--- src/core/frt_pkg.sv ---
// Holds the register map, field positions, reset values and count divider figures of the timer.
// Assumes a 32-bit Avalon-MM slave with word addressing in bytes and a 20 MHz system clock.
package frt_pkg;
  localparam logic [7:0] off_mode_ctrl = 8'h00;
  localparam logic [7:0] off_match = 8'h04;
  localparam logic [7:0] off_count = 8'h08;
  localparam logic [7:0] off_count_lo = 8'h0c;
  localparam logic [7:0] off_count_hi = 8'h10;
  localparam logic [7:0] off_latched = 8'h14;
  localparam logic [7:0] off_irq_mask = 8'h18;
  localparam logic [7:0] off_port = 8'h1c;
  localparam logic [7:0] off_irq_pend = 8'h20;
  localparam int bit_pin_drive_enable = 0;
  localparam int bit_clk_div_sel_lo = 1;
  localparam int bit_clk_div_sel_hi = 2;
  localparam int bit_toggle_allow = 3;
  localparam int bit_edge_sel_lo = 4;
  localparam int bit_edge_sel_hi = 5;
  localparam int bit_wrap_flag = 6;
  localparam int bit_pin_level = 7;
  localparam int bit_match_mask = 7;
  localparam int bit_port_out = 0;
  localparam int bit_port_dir = 1;
  localparam logic [7:0] mode_ctrl_reset = 8'h00;
  localparam logic [15:0] match_reset = 16'hffff;
  localparam logic [15:0] count_reset = 16'h0000;
  localparam logic [7:0] irq_mask_reset = 8'hff;
  localparam logic [1:0] port_reset = 2'h2;
  localparam logic [1:0] div_sel_4 = 2'h0;
  localparam logic [1:0] div_sel_64 = 2'h1;
  localparam int div_4_cycles = 4;
  localparam int div_64_cycles = 64;
  localparam logic [1:0] edge_none = 2'h0;
  localparam logic [1:0] edge_rise = 2'h1;
  localparam logic [1:0] edge_fall = 2'h2;
  localparam logic [1:0] edge_both = 2'h3;
endpackage

--- src/core/count_divider.sv ---
// Holds the divider that makes the count enable pulse from the system clock.
// Assumes one clock; a prohibited select code gives no pulse at all.
`timescale 1ns/1ps
`default_nettype none
module count_divider (
  input wire logic mclk,
  input wire logic rst_n,
  input wire logic [1:0] div_sel,
  output logic tick
);
  typedef struct packed {
    logic [5:0] prescale;
  } div_state_t;
  div_state_t state, next_state;
  always_comb begin
    next_state = state;
    next_state.prescale = state.prescale + 6'h01;
    tick = 1'b0;
    case (div_sel)
      frt_pkg::div_sel_4: tick = (state.prescale[1:0] == 2'(frt_pkg::div_4_cycles - 1)); // see RULE4
      frt_pkg::div_sel_64: tick = (state.prescale == 6'(frt_pkg::div_64_cycles - 1)); // see RULE4
      default: tick = 1'b0;
    endcase
  end
  always_ff @(posedge mclk or negedge rst_n) begin
    if (!rst_n) begin
      state <= '0;
    end else begin
      state <= next_state;
    end
  end
endmodule
`default_nettype wire

--- src/core/capture_edge.sv ---
// Holds the capture trigger edge detector.
// Assumes the trigger pin is already synchronous to the clock.
`timescale 1ns/1ps
`default_nettype none
module capture_edge (
  input wire logic mclk,
  input wire logic rst_n,
  input wire logic capture_trigger_pin,
  input wire logic [1:0] edge_sel,
  output logic hit
);
  typedef struct packed {
    logic last;
  } edge_state_t;
  edge_state_t state, next_state;
  logic rise;
  logic fall;
  always_comb begin
    next_state.last = capture_trigger_pin;
    rise = capture_trigger_pin & ~state.last;
    fall = ~capture_trigger_pin & state.last;
    case (edge_sel)
      frt_pkg::edge_rise: hit = rise; // see RULE10
      frt_pkg::edge_fall: hit = fall; // see RULE10
      frt_pkg::edge_both: hit = rise | fall; // see RULE10
      default: hit = 1'b0;
    endcase
  end
  always_ff @(posedge mclk or negedge rst_n) begin
    if (!rst_n) begin
      state <= '0;
    end else begin
      state <= next_state;
    end
  end
endmodule
`default_nettype wire

--- src/core/free_running_timer_compare_capture.sv ---
// Holds the free-running timer with compare, toggle output, capture and buffered count readout.
// Assumes an Avalon-MM master on mclk; the pin buffer outside resolves the shared pin from its enable.
//
// Contract
// RULE1 - Software masks the match interrupt before changing the compare value while counting.
// RULE2 - Software clears toggle enable before changing the compare value while counting.
// RULE3 - A compare write with the interrupt unmasked may raise a match request.
// RULE4 - Clock select 00 divides the clock by 4, 01 by 64; others prohibited.
// RULE5 - Matches repeat one full 65536-count wrap apart.
// RULE6 - With toggling enabled the output inverts on every match; counter not cleared.
// RULE7 - Every match keeps counting and raises the match interrupt request.
// RULE8 - Software sets the shared pin to output and its latch to zero first.
// RULE9 - The timer output starts low while output drive is enabled.
// RULE10 - Edge select: 00 off, 01 rising, 10 falling, 11 both edges.
// RULE11 - Capture takes the count within two clocks and holds it until next edge.
// RULE12 - Software disables capture edges while reading the capture register.
// RULE13 - A low-byte count read freezes the read buffer on the held value.
// RULE14 - A high-byte count read releases the buffer back to tracking.
// RULE15 - Reset clears the counter to zero, then it free-runs.
// RULE16 - Bytewise count reads go low then high, in pairs.
// RULE17 - The counter also accepts byte-wide reads in place of a 16-bit read.
// RULE18 - Count after leaving stop mode is undefined; nothing assumes a value.
// RULE19 - The wrap flag sets on counter overflow; reset or software write clears it.
// RULE20 - Output drive enable zero leaves the pin to the port; one drives it.
// RULE21 - The counter increments on each count tick and wraps to zero.
//
// The Avalon-MM slave port and the placing of the registers were chosen for this implementation.
`timescale 1ns/1ps
`default_nettype none
module free_running_timer_compare_capture #(
  parameter int count_width = 16
) (
  input wire logic mclk,
  input wire logic rst_n,
  input wire logic [7:0] avs_address,
  input wire logic avs_read,
  input wire logic avs_write,
  input wire logic [31:0] avs_writedata,
  input wire logic [3:0] avs_byteenable,
  output logic [31:0] avs_readdata,
  output logic avs_waitrequest,
  output logic avs_response_err,
  input wire logic capture_trigger_pin,
  input wire logic shared_port_in,
  output logic toggle_out_pin,
  output logic shared_port_out,
  output logic shared_port_oe,
  output logic match_irq
);
  typedef struct packed {
    logic [count_width-1:0] free_count;
    logic [count_width-1:0] match_value;
    logic [count_width-1:0] latched_count;
    logic [count_width-1:0] read_buffer;
    logic buffer_frozen;
    logic [7:0] timer_mode_ctrl;
    logic [7:0] irq_mask_reg;
    logic [1:0] port_ctrl;
    logic match_pend;
    logic capture_due;
    logic ack;
    logic [31:0] rdata;
    logic err;
  } timer_state_t;

  timer_state_t state, next_state;
  logic tick;
  logic hit;
  logic access;
  logic commit;
  logic match;
  logic [count_width-1:0] count_next;

  function automatic logic [31:0] lanes(input logic [31:0] old, input logic [31:0] data, input logic [3:0] be);
    logic [31:0] res;
    res = old;
    for (int i = 0; i < 4; i++) begin
      if (be[i]) begin
        res[i*8 +: 8] = data[i*8 +: 8];
      end
    end
    return res;
  endfunction

  count_divider u_div (
    .mclk(mclk),
    .rst_n(rst_n),
    .div_sel({state.timer_mode_ctrl[frt_pkg::bit_clk_div_sel_hi], state.timer_mode_ctrl[frt_pkg::bit_clk_div_sel_lo]}),
    .tick(tick)
  );

  capture_edge u_edge (
    .mclk(mclk),
    .rst_n(rst_n),
    .capture_trigger_pin(capture_trigger_pin),
    .edge_sel({state.timer_mode_ctrl[frt_pkg::bit_edge_sel_hi], state.timer_mode_ctrl[frt_pkg::bit_edge_sel_lo]}),
    .hit(hit)
  );

  // One wait cycle per access keeps the answer a registered one.
  assign access = (avs_read | avs_write) & ~state.ack;
  assign avs_waitrequest = (avs_read | avs_write) & ~state.ack;
  // Writes land only at the edge that completes the transfer, where the master sees waitrequest low.
  assign commit = avs_write & state.ack;
  assign count_next = state.free_count + count_width'(1);

  always_comb begin
    logic [31:0] wmerge;
    wmerge = '0;
    next_state = state;
    next_state.ack = access;
    match = 1'b0;

    if (tick) begin
      next_state.free_count = count_next; // see RULE21 see RULE15 see RULE18
      if (state.free_count == {count_width{1'b1}}) begin
        next_state.timer_mode_ctrl[frt_pkg::bit_wrap_flag] = 1'b1; // see RULE19
      end
      // Comparing the new count gives one match per wrap, as the counter is never cleared.
      match = (count_next == state.match_value); // see RULE5 see RULE7
    end

    if (!state.buffer_frozen) begin
      next_state.read_buffer = state.free_count;
    end

    // The capture lands two clocks after the edge, at the close of the two-clock window.
    next_state.capture_due = hit;
    if (state.capture_due) begin
      next_state.latched_count = state.free_count; // see RULE11
    end

    if (commit) begin
      case (avs_address)
        frt_pkg::off_mode_ctrl: begin
          wmerge = lanes({24'h0, state.timer_mode_ctrl}, avs_writedata, avs_byteenable);
          next_state.timer_mode_ctrl[6:0] = wmerge[6:0];
          // Software may clear the flag, but an overflow in the same cycle wins.
          if (tick && state.free_count == {count_width{1'b1}}) begin
            next_state.timer_mode_ctrl[frt_pkg::bit_wrap_flag] = 1'b1; // see RULE19
          end
          if (wmerge[frt_pkg::bit_pin_drive_enable] && !state.timer_mode_ctrl[frt_pkg::bit_pin_drive_enable]) begin
            next_state.timer_mode_ctrl[frt_pkg::bit_pin_level] = 1'b0; // see RULE9
          end
        end
        frt_pkg::off_match: begin
          wmerge = lanes({16'h0, state.match_value}, avs_writedata, avs_byteenable);
          next_state.match_value = wmerge[count_width-1:0];
          // A rewrite that equals the running count flags a match at once.
          if (wmerge[count_width-1:0] == state.free_count) begin
            match = 1'b1; // see RULE3
          end
        end
        frt_pkg::off_irq_mask: begin
          wmerge = lanes({24'h0, state.irq_mask_reg}, avs_writedata, avs_byteenable);
          next_state.irq_mask_reg = wmerge[7:0]; // see RULE1
        end
        frt_pkg::off_port: begin
          wmerge = lanes({30'h0, state.port_ctrl}, avs_writedata, avs_byteenable);
          next_state.port_ctrl = wmerge[1:0]; // see RULE8
        end
        frt_pkg::off_irq_pend: begin
          if (avs_byteenable[0] && avs_writedata[0]) begin
            next_state.match_pend = 1'b0;
          end
        end
        default: begin
        end
      endcase
    end

    if (match) begin
      next_state.match_pend = 1'b1; // see RULE7
      if (state.timer_mode_ctrl[frt_pkg::bit_toggle_allow]) begin
        next_state.timer_mode_ctrl[frt_pkg::bit_pin_level] = ~state.timer_mode_ctrl[frt_pkg::bit_pin_level]; // see RULE6 see RULE2
      end
    end

    next_state.err = 1'b0;
    if (access && avs_read) begin
      next_state.rdata = '0;
      case (avs_address)
        frt_pkg::off_mode_ctrl: next_state.rdata = {24'h0, state.timer_mode_ctrl};
        frt_pkg::off_match: next_state.rdata = {16'h0, state.match_value};
        frt_pkg::off_count: next_state.rdata = {16'h0, state.read_buffer}; // see RULE17
        frt_pkg::off_count_lo: begin
          next_state.rdata = {24'h0, state.read_buffer[7:0]}; // see RULE13 see RULE17
          // The buffer freezes on the value just handed out, so both bytes belong to one count.
          next_state.read_buffer = state.read_buffer; // see RULE13
          next_state.buffer_frozen = 1'b1; // see RULE13 see RULE16
        end
        frt_pkg::off_count_hi: begin
          next_state.rdata = {24'h0, state.read_buffer[15:8]}; // see RULE16
          next_state.buffer_frozen = 1'b0; // see RULE14
        end
        frt_pkg::off_latched: next_state.rdata = {16'h0, state.latched_count}; // see RULE12
        frt_pkg::off_irq_mask: next_state.rdata = {24'h0, state.irq_mask_reg};
        frt_pkg::off_port: next_state.rdata = {29'h0, shared_port_in, state.port_ctrl};
        frt_pkg::off_irq_pend: next_state.rdata = {31'h0, state.match_pend};
        default: next_state.err = 1'b1;
      endcase
    end else if (access && avs_write) begin
      next_state.err = (avs_address > frt_pkg::off_irq_pend) || (avs_address[1:0] != 2'h0);
    end
  end

  always_ff @(posedge mclk or negedge rst_n) begin
    if (!rst_n) begin
      state.free_count <= frt_pkg::count_reset; // see RULE15
      state.match_value <= frt_pkg::match_reset;
      state.latched_count <= '0;
      state.read_buffer <= '0;
      state.buffer_frozen <= 1'b0;
      state.timer_mode_ctrl <= frt_pkg::mode_ctrl_reset;
      state.irq_mask_reg <= frt_pkg::irq_mask_reset;
      state.port_ctrl <= frt_pkg::port_reset;
      state.match_pend <= 1'b0;
      state.capture_due <= 1'b0;
      state.ack <= 1'b0;
      state.rdata <= '0;
      state.err <= 1'b0;
    end else begin
      state <= next_state;
    end
  end

  assign avs_readdata = state.rdata;
  assign avs_response_err = state.err;
  assign match_irq = state.match_pend & ~state.irq_mask_reg[frt_pkg::bit_match_mask]; // see RULE1
  assign toggle_out_pin = state.timer_mode_ctrl[frt_pkg::bit_pin_level];
  // With drive enabled the timer level replaces the port latch on the pin.
  assign shared_port_out = state.timer_mode_ctrl[frt_pkg::bit_pin_drive_enable]
                           ? state.timer_mode_ctrl[frt_pkg::bit_pin_level]
                           : state.port_ctrl[frt_pkg::bit_port_out]; // see RULE20
  assign shared_port_oe = ~state.port_ctrl[frt_pkg::bit_port_dir];
endmodule
`default_nettype wire

--- config.mk ---
export PLATFORM = sky130hd
export DESIGN_NAME = free_running_timer_compare_capture
export DESIGN_NICKNAME = d
export VERILOG_FILES = /design/src/core/frt_pkg.sv /design/src/core/count_divider.sv /design/src/core/capture_edge.sv /design/src/core/free_running_timer_compare_capture.sv
export SDC_FILE = /design/constraint.sdc
export NUM_CORES = 1
export LEC_CHECK = 0
export ABC_CLOCK_PERIOD_IN_PS = 2400
export BUFFER_PORTS_ARGS = -buffer_cell sky130_fd_sc_hd__buf_2
export CORE_MARGIN = 10
export CORE_UTILIZATION = 40
export CTS_CLUSTER_DIAMETER = 80
export CTS_CLUSTER_SIZE = 40
export DETAILED_ROUTE_END_ITERATION = 12
export PLACE_DENSITY_LB_ADDON = 0.12
export REMOVE_ABC_BUFFERS = 1
export SLEW_MARGIN = 20
export SYNTH_ARGS = -nofsm -noshare
export SYNTH_HDL_FRONTEND = slang
export SYNTH_SLANG_ARGS = --single-unit
--- constraint.sdc ---
create_clock -name mclk -period 2.4 [get_ports mclk]
set_clock_uncertainty 0.1 [all_clocks]
set_input_delay 0.48 -clock mclk [delete_from_list [all_inputs] [get_ports mclk]]
set_output_delay 0.48 -clock mclk [all_outputs]
set_load 0.01 [all_outputs]
==> impl_metrics.env, run 1 <==
export IMPL_outcome="finished with violations"
export IMPL_violations="setup timing"
export IMPL_arrival_ns=2.60
export IMPL_path_clk_slew_ns=0.07
export IMPL_grt_pass1_wl_um=25300
export IMPL_cts_sinks=110
export IMPL_final_util=0.477
export IMPL_area_growth_syn_to_layout_pct=17.0
export IMPL_p_leak_nw=3.15
export IMPL_slew_headroom=0.619
export IMPL_max_freq_mhz=405
export IMPL_min_period_ns=2.47
export IMPL_tightest_slew_ns=0.572
export IMPL_total_power_w=0.00436
export IMPL_ys_seq_elements=110
export IMPL_hold_path_class="in2async"
export IMPL_slowest_delay_ns=0.40
export IMPL_syn_area_per_cell_um2=11.2
export IMPL_ys_seq_area_frac=0.471
export IMPL_gr_total_overflow=0
export IMPL_cpMaxStageDelayCell="dfrtp_1"
export IMPL_yosys_area_top_type="dfrtp_1"
export IMPL_report_final_slew_viol_count=0
export IMPL_cts_buffer_depth=2
export IMPL_antenna_found_initial=0
export IMPL_rsz0062_at_grt="true"
export IMPL_dpl_instance_area_um2=6510
export IMPL_switching_share=0.267
export IMPL_cp_max_fo=4
export IMPL_ys_flop_type="dfrtp_1"
export IMPL_drive_gt1_frac=0.374
export IMPL_die_y_um=142
export IMPL_layout_commonest_cell="dfrtp_1"
export IMPL_pwr_share_seq=0.477
export IMPL_start_util=0.408
export IMPL_fp_row_count=44
export IMPL_io_pins=88
export IMPL_io_buffer_count=53
export IMPL_htreeDepth=3
export IMPL_async_flop_share=1.00
export IMPL_setup_viol=1
export IMPL_final_nets=651
export IMPL_die_w_um=142
export IMPL_worst_setup_path_start_kind="flop"
export IMPL_root_buffer="clkbuf_16"
export IMPL_numCtsBuffers=9
export IMPL_syn_cell_area_um2=5910
export IMPL_p_int_w=0.00320
export IMPL_drt_iter0_drc=318
export IMPL_syn_instance_count=528
export IMPL_ant_nets=0
export IMPL_synth_cell_types=57
export IMPL_clockPowerShare=0.348
export IMPL_ir_drop_uv=587
export IMPL_num_antenna_cells=0
export IMPL_grt_pass1_vias=4346
export IMPL_grt_max_degree=38
export IMPL_yosysTopAreaCellShare=0.360
export IMPL_detail_route_wl_per_cell_um=20.0
export IMPL_synthTopCellsByArea="dfrtp_1, mux2_2, dfstp_2"
export IMPL_fin_area_um2=6910
export IMPL_finalCritPeriodShare=1.03
export IMPL_dp_hpwl_um=12100
export IMPL_synth_warnings=0
export IMPL_crit_required_ns=2.53
export IMPL_synth_edff_count=0
export IMPL_drc=0
export IMPL_drtPass1Iterations=8
export IMPL_cts_tree="built"
export IMPL_critical_path_class="reg2reg"
export IMPL_path_cells="buf_6 > nand4_4 > nor3_4 > mux2_4 > a2111oi_4 > nand4_1 > o32ai_2 > nand2_1 > mux2i_1"
export IMPL_p_sw_w=0.00116
export IMPL_crit_path_end_kind="flop"
export IMPL_wl_um=15700
export IMPL_vias=4206
export IMPL_via_per_inst=5.35
export IMPL_hold_viol_final=0
export IMPL_core_um2=14500
export IMPL_mostFrequentLayoutCells="dfrtp_1, mux2_2, buf_4, buf_2, xnor2_1"
export IMPL_setup_ws_ns=-0.0693
export IMPL_place_gp_congestion=0.864
export IMPL_fillCellCount=1369
export IMPL_maxCapViolations=0
export IMPL_power_density_nw_per_um2=631
export IMPL_grt_usage=0.161
export IMPL_holdWs_ns=0.00223
export IMPL_power_share_combinational=0.175
export IMPL_die_area_um2=20000
export IMPL_clkLatencyLatePin_ns=0.35
==> cell families after synthesis <==
group / Yosys count / share of synthesized area
buffers and inverters: 77 / 0.0748
xor gates and xnor gates: 53 / 0.0786
other: 1 / 0.000635
and+or+nand+nor: 132 / 0.117
AOI/OAI and AO/OA: 64 / 0.0869
muxes: 87 / 0.162
DFF: 110 / 0.471
adders and majority gates: 4 / 0.00847
==> worst paths after layout <==
check,startpoint,end,slack (ns),cells after the start
setup / recovery,state[104],toggle_out_pin,-0.07,9
hold / removal,rst_n,avs_readdata[10],0.002,1
setup reg to reg,state[104],toggle_out_pin,-0.07,9
hold reg to reg,u_div.state[0],u_div.state[0],0.37,1
max in group asynchronous,rst_n,state[94],1.55,2
min in group mclk,capture_trigger_pin,u_edge.state,0.17,1
==> metrics by stage <==
stage / TNS (ns) / setup slack (ns) / instances
3_5_place_dp: -0.211 / -0.142 / 767
6_report: -0.0693 / -0.0693 / 786
4_1_cts: -0.0751 / -0.0710 / 783
5_1_grt: -0.412 / -0.246 / 786
3_3_place_gp: -0.170 / -0.121 / 767
2_1_floorplan: -0.835 / -0.260 / 474
==> metal layers <==
| metal | global-route usage | part of all wire |
|---|---|---|
| met3 | 0.0481 | 0.052 |
| met4 | 0.0296 | 0.0088 |
| met5 | 0 | 0 |
| met2 | 0.256 | 0.47 |
| met1 | 0.212 | 0.47 |
==> power by group through the flow <==
stage                     Clock, W  Sequential, W  Combinational, W
after floorplan                  0        0.00215          0.000297
after global placement           0        0.00209          0.000707
after detailed placement         0        0.00210          0.000713
after CTS                  0.00156        0.00208          0.000723
after global routing       0.00165        0.00210          0.000839
final                      0.00152        0.00208          0.000762
==> state kept, by name, indices dropped and copies added (netlist names) <==
name	flops
state	85
toggle_out_pin	1
avs_readdata	16
avs_response_err	1
u_div.state	6
u_edge.state	1
==> cell usage after synthesis (2+ instances only) <==
library cell / instances
nand3_2: 2
a21oi_1: 5
ha_1: 4
buf_1: 5
mux2i_1: 19
o21ai_0: 5
dfrtp_1: 85
buf_2: 7
a222oi_1: 23
a221oi_1: 2
a41oi_1: 2
dfstp_2: 25
nand3_1: 17
and2_1: 2
nor2b_1: 3
o21ai_1: 8
nand3b_1: 2
buf_4: 36
nor3_1: 10
mux2_2: 61
xnor2_1: 38
clkbuf_1: 19
nand2_1: 35
and3_1: 7
nand2b_1: 4
nor4_1: 8
xor2_1: 15
inv_1: 8
nor2_1: 26
nand4_1: 6
a31oi_1: 7
mux2_1: 7
==> worst max-delay path, delay by kind of cell, from the launching register on <==
family                 cells  cell delay, ns
AOI/OAI and AO/OA          2            0.64
and+or+nand+nor            4            0.61
muxes                      2            0.46
DFF                        1            0.40
buffers and inverters      1            0.14
==> timing repair <==
action | 4_1_cts | 5_1_grt
gates resized for setup | 4 | 8
pin swaps | 4 | 9
setup endpoints to repair | 2 | 2
endpoints found under the hold margin | 0 | 0
buffers inserted | 0 | 3
hold buffers | 0 | 0
==> area by class of cell <==
class	count	area [um2]	share of cell area
multi-input combinational	356	2810	0.406
sequential	110	2780	0.403
timing repair buffer	112	756	0.109
clock buffer	13	260	0.0377
tap	184	230	0.0333
clock inverter	3	42.5	0.00616
inverter	8	30.0	0.00435
Power figures use the tool's default switching activity.
==> run 2, diff against run 1 <==
--- a/config.mk
+++ b/config.mk
@@ -5,7 +5,6 @@
 export SDC_FILE = /design/constraint.sdc
 export NUM_CORES = 1
 export LEC_CHECK = 0
-export ABC_CLOCK_PERIOD_IN_PS = 2400
 export BUFFER_PORTS_ARGS = -buffer_cell sky130_fd_sc_hd__buf_2
 export CORE_MARGIN = 10
 export CORE_UTILIZATION = 40
@@ -13,6 +12,7 @@
 export CTS_CLUSTER_SIZE = 40
 export DETAILED_ROUTE_END_ITERATION = 12
 export PLACE_DENSITY_LB_ADDON = 0.12
+export RECOVER_POWER = 100
 export REMOVE_ABC_BUFFERS = 1
 export SLEW_MARGIN = 20
 export SYNTH_ARGS = -nofsm -noshare
==> impl_metrics.env, run 2 (same netlist as run 1, synthesis figures left out) <==
export IMPL_switching_share=0.267
export IMPL_slowest_delay_ns=0.40
export IMPL_r2r_slack_ns=-0.07
export IMPL_worst_setup_path_start_kind="flop"
export IMPL_root_buffer="clkbuf_16"
export IMPL_die_w_um=142
export IMPL_report_final_slew_viol_count=0
export IMPL_crit_path_end_kind="flop"
export IMPL_min_period_ns=2.47
export IMPL_rsz0062_at_grt="true"
export IMPL_outcome="finished with violations"
export IMPL_worstSetupStartpoint="state[104]"
export IMPL_gr_total_overflow=0
export IMPL_wl_um=15700
export IMPL_path_cells="buf_6 > nand4_4 > nor3_4 > mux2_4 > a2111oi_4 > nand4_1 > o32ai_2 > nand2_1 > mux2i_1"
export IMPL_grt_pass1_wl_um=25300
export IMPL_grt_usage=0.161
export IMPL_p_sw_w=0.00116
export IMPL_die_y_um=142
export IMPL_grt_pass1_vias=4346
export IMPL_vias=4233
export IMPL_detail_route_wl_per_cell_um=19.9
export IMPL_via_per_inst=5.39
export IMPL_power_share_combinational=0.171
export IMPL_arrival_ns=2.60
export IMPL_cp_max_fo=4
export IMPL_drtPass1Iterations=8
export IMPL_drt_iter0_drc=330
export IMPL_final_util=0.469
export IMPL_violations="setup timing"
export IMPL_hold_viol_final=0
export IMPL_reg2reg_depth=9
export IMPL_hold_path_class="in2async"
export IMPL_slew_headroom=0.154
export IMPL_area_growth_syn_to_layout_pct=15.1
export IMPL_largest_reg_flops=85
export IMPL_grt_max_degree=38
export IMPL_cp_top_family="compound AO/OA/AOI/OAI gates"
export IMPL_p_int_w=0.00318
export IMPL_crit_required_ns=2.53
export IMPL_ir_drop_uv=586
export IMPL_cp_num_cells=9
export IMPL_layout_commonest_cell="dfrtp_1"
export IMPL_num_antenna_cells=0
export IMPL_max_freq_mhz=405
export IMPL_setup_ws_ns=-0.0694
export IMPL_critical_path_class="reg2reg"
export IMPL_antenna_found_initial=0
export IMPL_io_pins=88
export IMPL_crit_buf_inv=1
export IMPL_clockPowerShare=0.349
export IMPL_tightest_slew_ns=1.27
export IMPL_cpMaxStageDelayCell="dfrtp_1"
export IMPL_dpl_instance_area_um2=6510
export IMPL_drc=0
export IMPL_cts_sinks=110
export IMPL_mostFrequentLayoutCells="dfrtp_1, mux2_2, buf_4, xnor2_1"
export IMPL_start_util=0.408
export IMPL_maxCapViolations=0
export IMPL_top_register="state"
export IMPL_core_um2=14500
export IMPL_r2r_start="state[104]"
export IMPL_setup_viol=2
export IMPL_finalCritPeriodShare=1.03
export IMPL_io_buffer_count=53
export IMPL_pwr_share_seq=0.480
export IMPL_total_power_w=0.00434
export IMPL_power_density_nw_per_um2=639
export IMPL_drive_gt1_frac=0.316
export IMPL_fin_area_um2=6800
export IMPL_numCtsBuffers=9
export IMPL_path_clk_slew_ns=0.07
export IMPL_cts_buffer_depth=2
export IMPL_ant_nets=0
export IMPL_p_leak_nw=3.02
export IMPL_final_nets=651
export IMPL_die_area_um2=20000
export IMPL_fillCellCount=1396
export IMPL_htreeDepth=3
export IMPL_clkLatencyLatePin_ns=0.35
export IMPL_holdWs_ns=0.161
export IMPL_place_gp_congestion=0.864
export IMPL_cts_tree="built"
export IMPL_dp_hpwl_um=12100
export IMPL_fp_row_count=44
[run 2: cell types whose count changed in the layout (fill, tap and decap cells not counted), sizes merged]
| cell | previous run | this run |
|---|---|---|
| buf | 112 | 74 |
| clkbuf | 13 | 51 |
[run 2: final cells by class]
cell class	count	area [um2]	share of cell area
multi-input cells	356	2810	0.413
flip-flops and latches	110	2780	0.410
repair buffers	112	642	0.0944
clock buffers	13	260	0.0383
well taps	184	230	0.0339
clock inverters	3	42.5	0.00626
inverters	8	30.0	0.00442
[run 2: worst paths after layout]
path	endpoint
max	toggle_out_pin
min	avs_readdata[10]
max reg2reg	toggle_out_pin
min reg2reg	u_div.state[0]
max in group asynchronous	state[47]
min in group mclk	u_edge.state
[run 2: power by group through the flow]
stage | Clock (W) | Sequential, W | Combinational (W)
2_1_floorplan | 0 | 0.00215 | 0.000297
4_1_cts | 0.00156 | 0.00208 | 0.000723
6_report | 0.00151 | 0.00208 | 0.000742
3_5_place_dp | 0 | 0.00210 | 0.000713
5_1_grt | 0.00165 | 0.00210 | 0.000820
3_3_place_gp | 0 | 0.00209 | 0.000707
[run 2: stage by stage]
stage               std cells  TNS [ns]  setup WS, ns
finish                    786   -0.0709       -0.0694
global route              786    -0.412        -0.246
CTS                       783   -0.0751       -0.0710
detailed placement        767    -0.211        -0.142
global placement          767    -0.170        -0.121
floorplan                 474    -0.835        -0.260
[run 2: layer usage]
metal | routed length [um] | GRT usage | share of wire | vias to the layer above
li1 | - | - | - | 1994
met1 | 7080 | 0.212 | 0.45 | 2105
met2 | 7370 | 0.256 | 0.47 | 124
met4 | 138 | 0.0296 | 0.0088 | 0
met5 | 0 | 0 | 0 | -
met3 | 1080 | 0.0481 | 0.069 | 10
[run 2: repair_timing]
item / CTS / global route
resized for setup: 4 / 8
hold endpoints to repair: 0 / 0
buffers inserted: 0 / 3
hold buffers: 0 / 0
pin swaps: 4 / 9
endpoints found under the setup margin: 2 / 2
==> run 3, diff against run 2 <==
--- a/config.mk
+++ b/config.mk
@@ -6,7 +6,6 @@
 export NUM_CORES = 1
 export LEC_CHECK = 0
 export BUFFER_PORTS_ARGS = -buffer_cell sky130_fd_sc_hd__buf_2
-export CORE_MARGIN = 10
 export CORE_UTILIZATION = 40
 export CTS_CLUSTER_DIAMETER = 80
 export CTS_CLUSTER_SIZE = 40
==> impl_metrics.env, run 3 (same netlist as run 1, synthesis figures left out) <==
export IMPL_r2r_slack_ns=-0.07
export IMPL_reg2reg_to="toggle_out_pin"
export IMPL_tightest_slew_ns=1.14
export IMPL_die_area_um2=15300
export IMPL_start_util=0.408
export IMPL_grt_pass1_wl_um=23900
export IMPL_num_antenna_cells=0
export IMPL_violations="setup timing"
export IMPL_wl_um=15300
export IMPL_fillCellCount=1378
export IMPL_die_w_um=124
export IMPL_finalCritPeriodShare=1.03
export IMPL_grt_pass1_vias=4211
export IMPL_vias=4251
export IMPL_die_y_um=124
export IMPL_holdPathEnd="u_edge.state"
export IMPL_rsz0062_at_grt="true"
export IMPL_final_nets=649
export IMPL_drt_iter0_drc=310
export IMPL_setup_ws_ns=-0.0704
export IMPL_crit_path_end_kind="flop"
export IMPL_io_buffer_count=53
export IMPL_grt_max_degree=43
export IMPL_critical_path_class="reg2reg"
export IMPL_htreeDepth=3
export IMPL_fin_tns_setup_ns=-0.0761
export IMPL_post_place_ws_ns=-0.160
export IMPL_numCtsBuffers=9
export IMPL_drive_gt1_frac=0.325
export IMPL_max_freq_mhz=405
export IMPL_cp_max_fo=7
export IMPL_drc=0
export IMPL_holdCritStartpoint="capture_trigger_pin"
export IMPL_dp_hpwl_um=11400
export IMPL_hold_viol_final=0
export IMPL_core_um2=14500
export IMPL_p_leak_nw=3.04
export IMPL_hold_path_class="in2reg"
export IMPL_path_clk_slew_ns=0.07
export IMPL_worstSetupStartpoint="state[104]"
export IMPL_r2r_start="state[104]"
export IMPL_arrival_ns=2.61
export IMPL_min_period_ns=2.47
export IMPL_min_path_cells=1
export IMPL_detail_route_wl_per_cell_um=19.6
export IMPL_cts_tree="built"
export IMPL_power_density_nw_per_um2=633
export IMPL_root_buffer="clkbuf_16"
export IMPL_layout_commonest_cell="dfrtp_1"
export IMPL_report_final_slew_viol_count=0
export IMPL_via_per_inst=5.42
export IMPL_reg2reg_depth=11
export IMPL_top_register="state"
export IMPL_cts_sinks=110
export IMPL_gr_total_overflow=0
export IMPL_area_growth_syn_to_layout_pct=15.6
export IMPL_place_gp_congestion=0.812
export IMPL_grt_usage=0.215
export IMPL_largest_reg_flops=85
export IMPL_crit_required_ns=2.54
export IMPL_io_pins=88
export IMPL_cts_buffer_depth=2
export IMPL_maxCapViolations=0
export IMPL_ant_nets=0
export IMPL_mostFrequentLayoutCells="dfrtp_1, mux2_2, buf_4, xnor2_1, nand2_1"
export IMPL_drtPass1Iterations=7
export IMPL_outcome="finished with violations"
export IMPL_fp_row_count=44
export IMPL_antenna_found_initial=0
export IMPL_setup_viol=2
export IMPL_holdWs_ns=0.177
export IMPL_clkLatencyLatePin_ns=0.35
export IMPL_slew_headroom=0.238
export IMPL_worst_setup_path_start_kind="flop"
export IMPL_ir_drop_uv=474
## run 3: changes by cell type in the layout (fill, tap and decap cells not counted), sizes merged
cell	before	now
dlygate4sd3	0	1
clkinv	1	2
clkbuf	51	48
buf	74	73
## run 3: worst max path at each step
stage / to / cells past startpoint
6_report: toggle_out_pin / 11
5_1_grt: toggle_out_pin / 9
4_1_cts: toggle_out_pin / 9
3_5_place_dp: toggle_out_pin / 9
3_3_place_gp: toggle_out_pin / 9
2_1_floorplan: toggle_out_pin / 9
## run 3: per-stage QoR
stage / cell area (um2) / power (W) / instances / util
6_report: 6830 / 0.00432 / 784 / 0.471
5_1_grt: 6830 / 0.00452 / 784 / 0.471
3_3_place_gp: 6470 / 0.00280 / 763 / 0.447
3_5_place_dp: 6470 / 0.00282 / 763 / 0.447
4_1_cts: 6820 / 0.00436 / 781 / 0.471
2_1_floorplan: 5550 / 0.00245 / 474 / -
## run 3: worst max-delay path, cell delays in order, from the launching register on
cell and delay (ns):
dfrtp_1 0.40, buf_6 0.15, nand4_4 0.15, buf_12 0.16
nor4_4 0.14, buf_4 0.16, mux2_4 0.29, mux2i_1 0.13
a21oi_1 0.11, o32ai_2 0.34, nand2_1 0.11, mux2i_1 0.12
## run 3: metal layers
layer / up-vias / global-route usage / part of all wire
li1: 1986 / - / -
met1: 2138 / 0.289 / 0.47
met2: 113 / 0.357 / 0.48
met4: 0 / 0.0565 / 0.010
met5: - / 0 / 0
met3: 14 / 0.0355 / 0.041
## run 3: timing repair
| item | in CTS | in global routing |
|---|---|---|
| pin swaps | 6 | 9 |
| gates cloned | 0 | 0 |
| resized for setup | 7 | 10 |
| hold buffers | 1 | 0 |
| setup endpoints to repair | 2 | 2 |
| setup buffers | 1 | 3 |
| endpoints found under the hold margin | 23 | 0 |
## run 3: final cells by class
cell class                 count  area, um2  share of cell area
tap                          184        230              0.0337
clock buffer                  12        246              0.0361
sequential                   110       2790               0.408
timing repair buffer         110        654              0.0959
inverter                       8       30.0             0.00440
multi-input combinational    356       2830               0.415
clock inverter                 4       47.5             0.00696
## run 3: report_power, final
part	total [W]	switching, W	internal, W	leakage, nW
sequential	0.00208	0.000104	0.00198	1.38
clock	0.00150	0.000663	0.000836	0.143
combinational	0.000741	0.000405	0.000336	1.52
total	0.00432	0.00117	0.00315	3.04
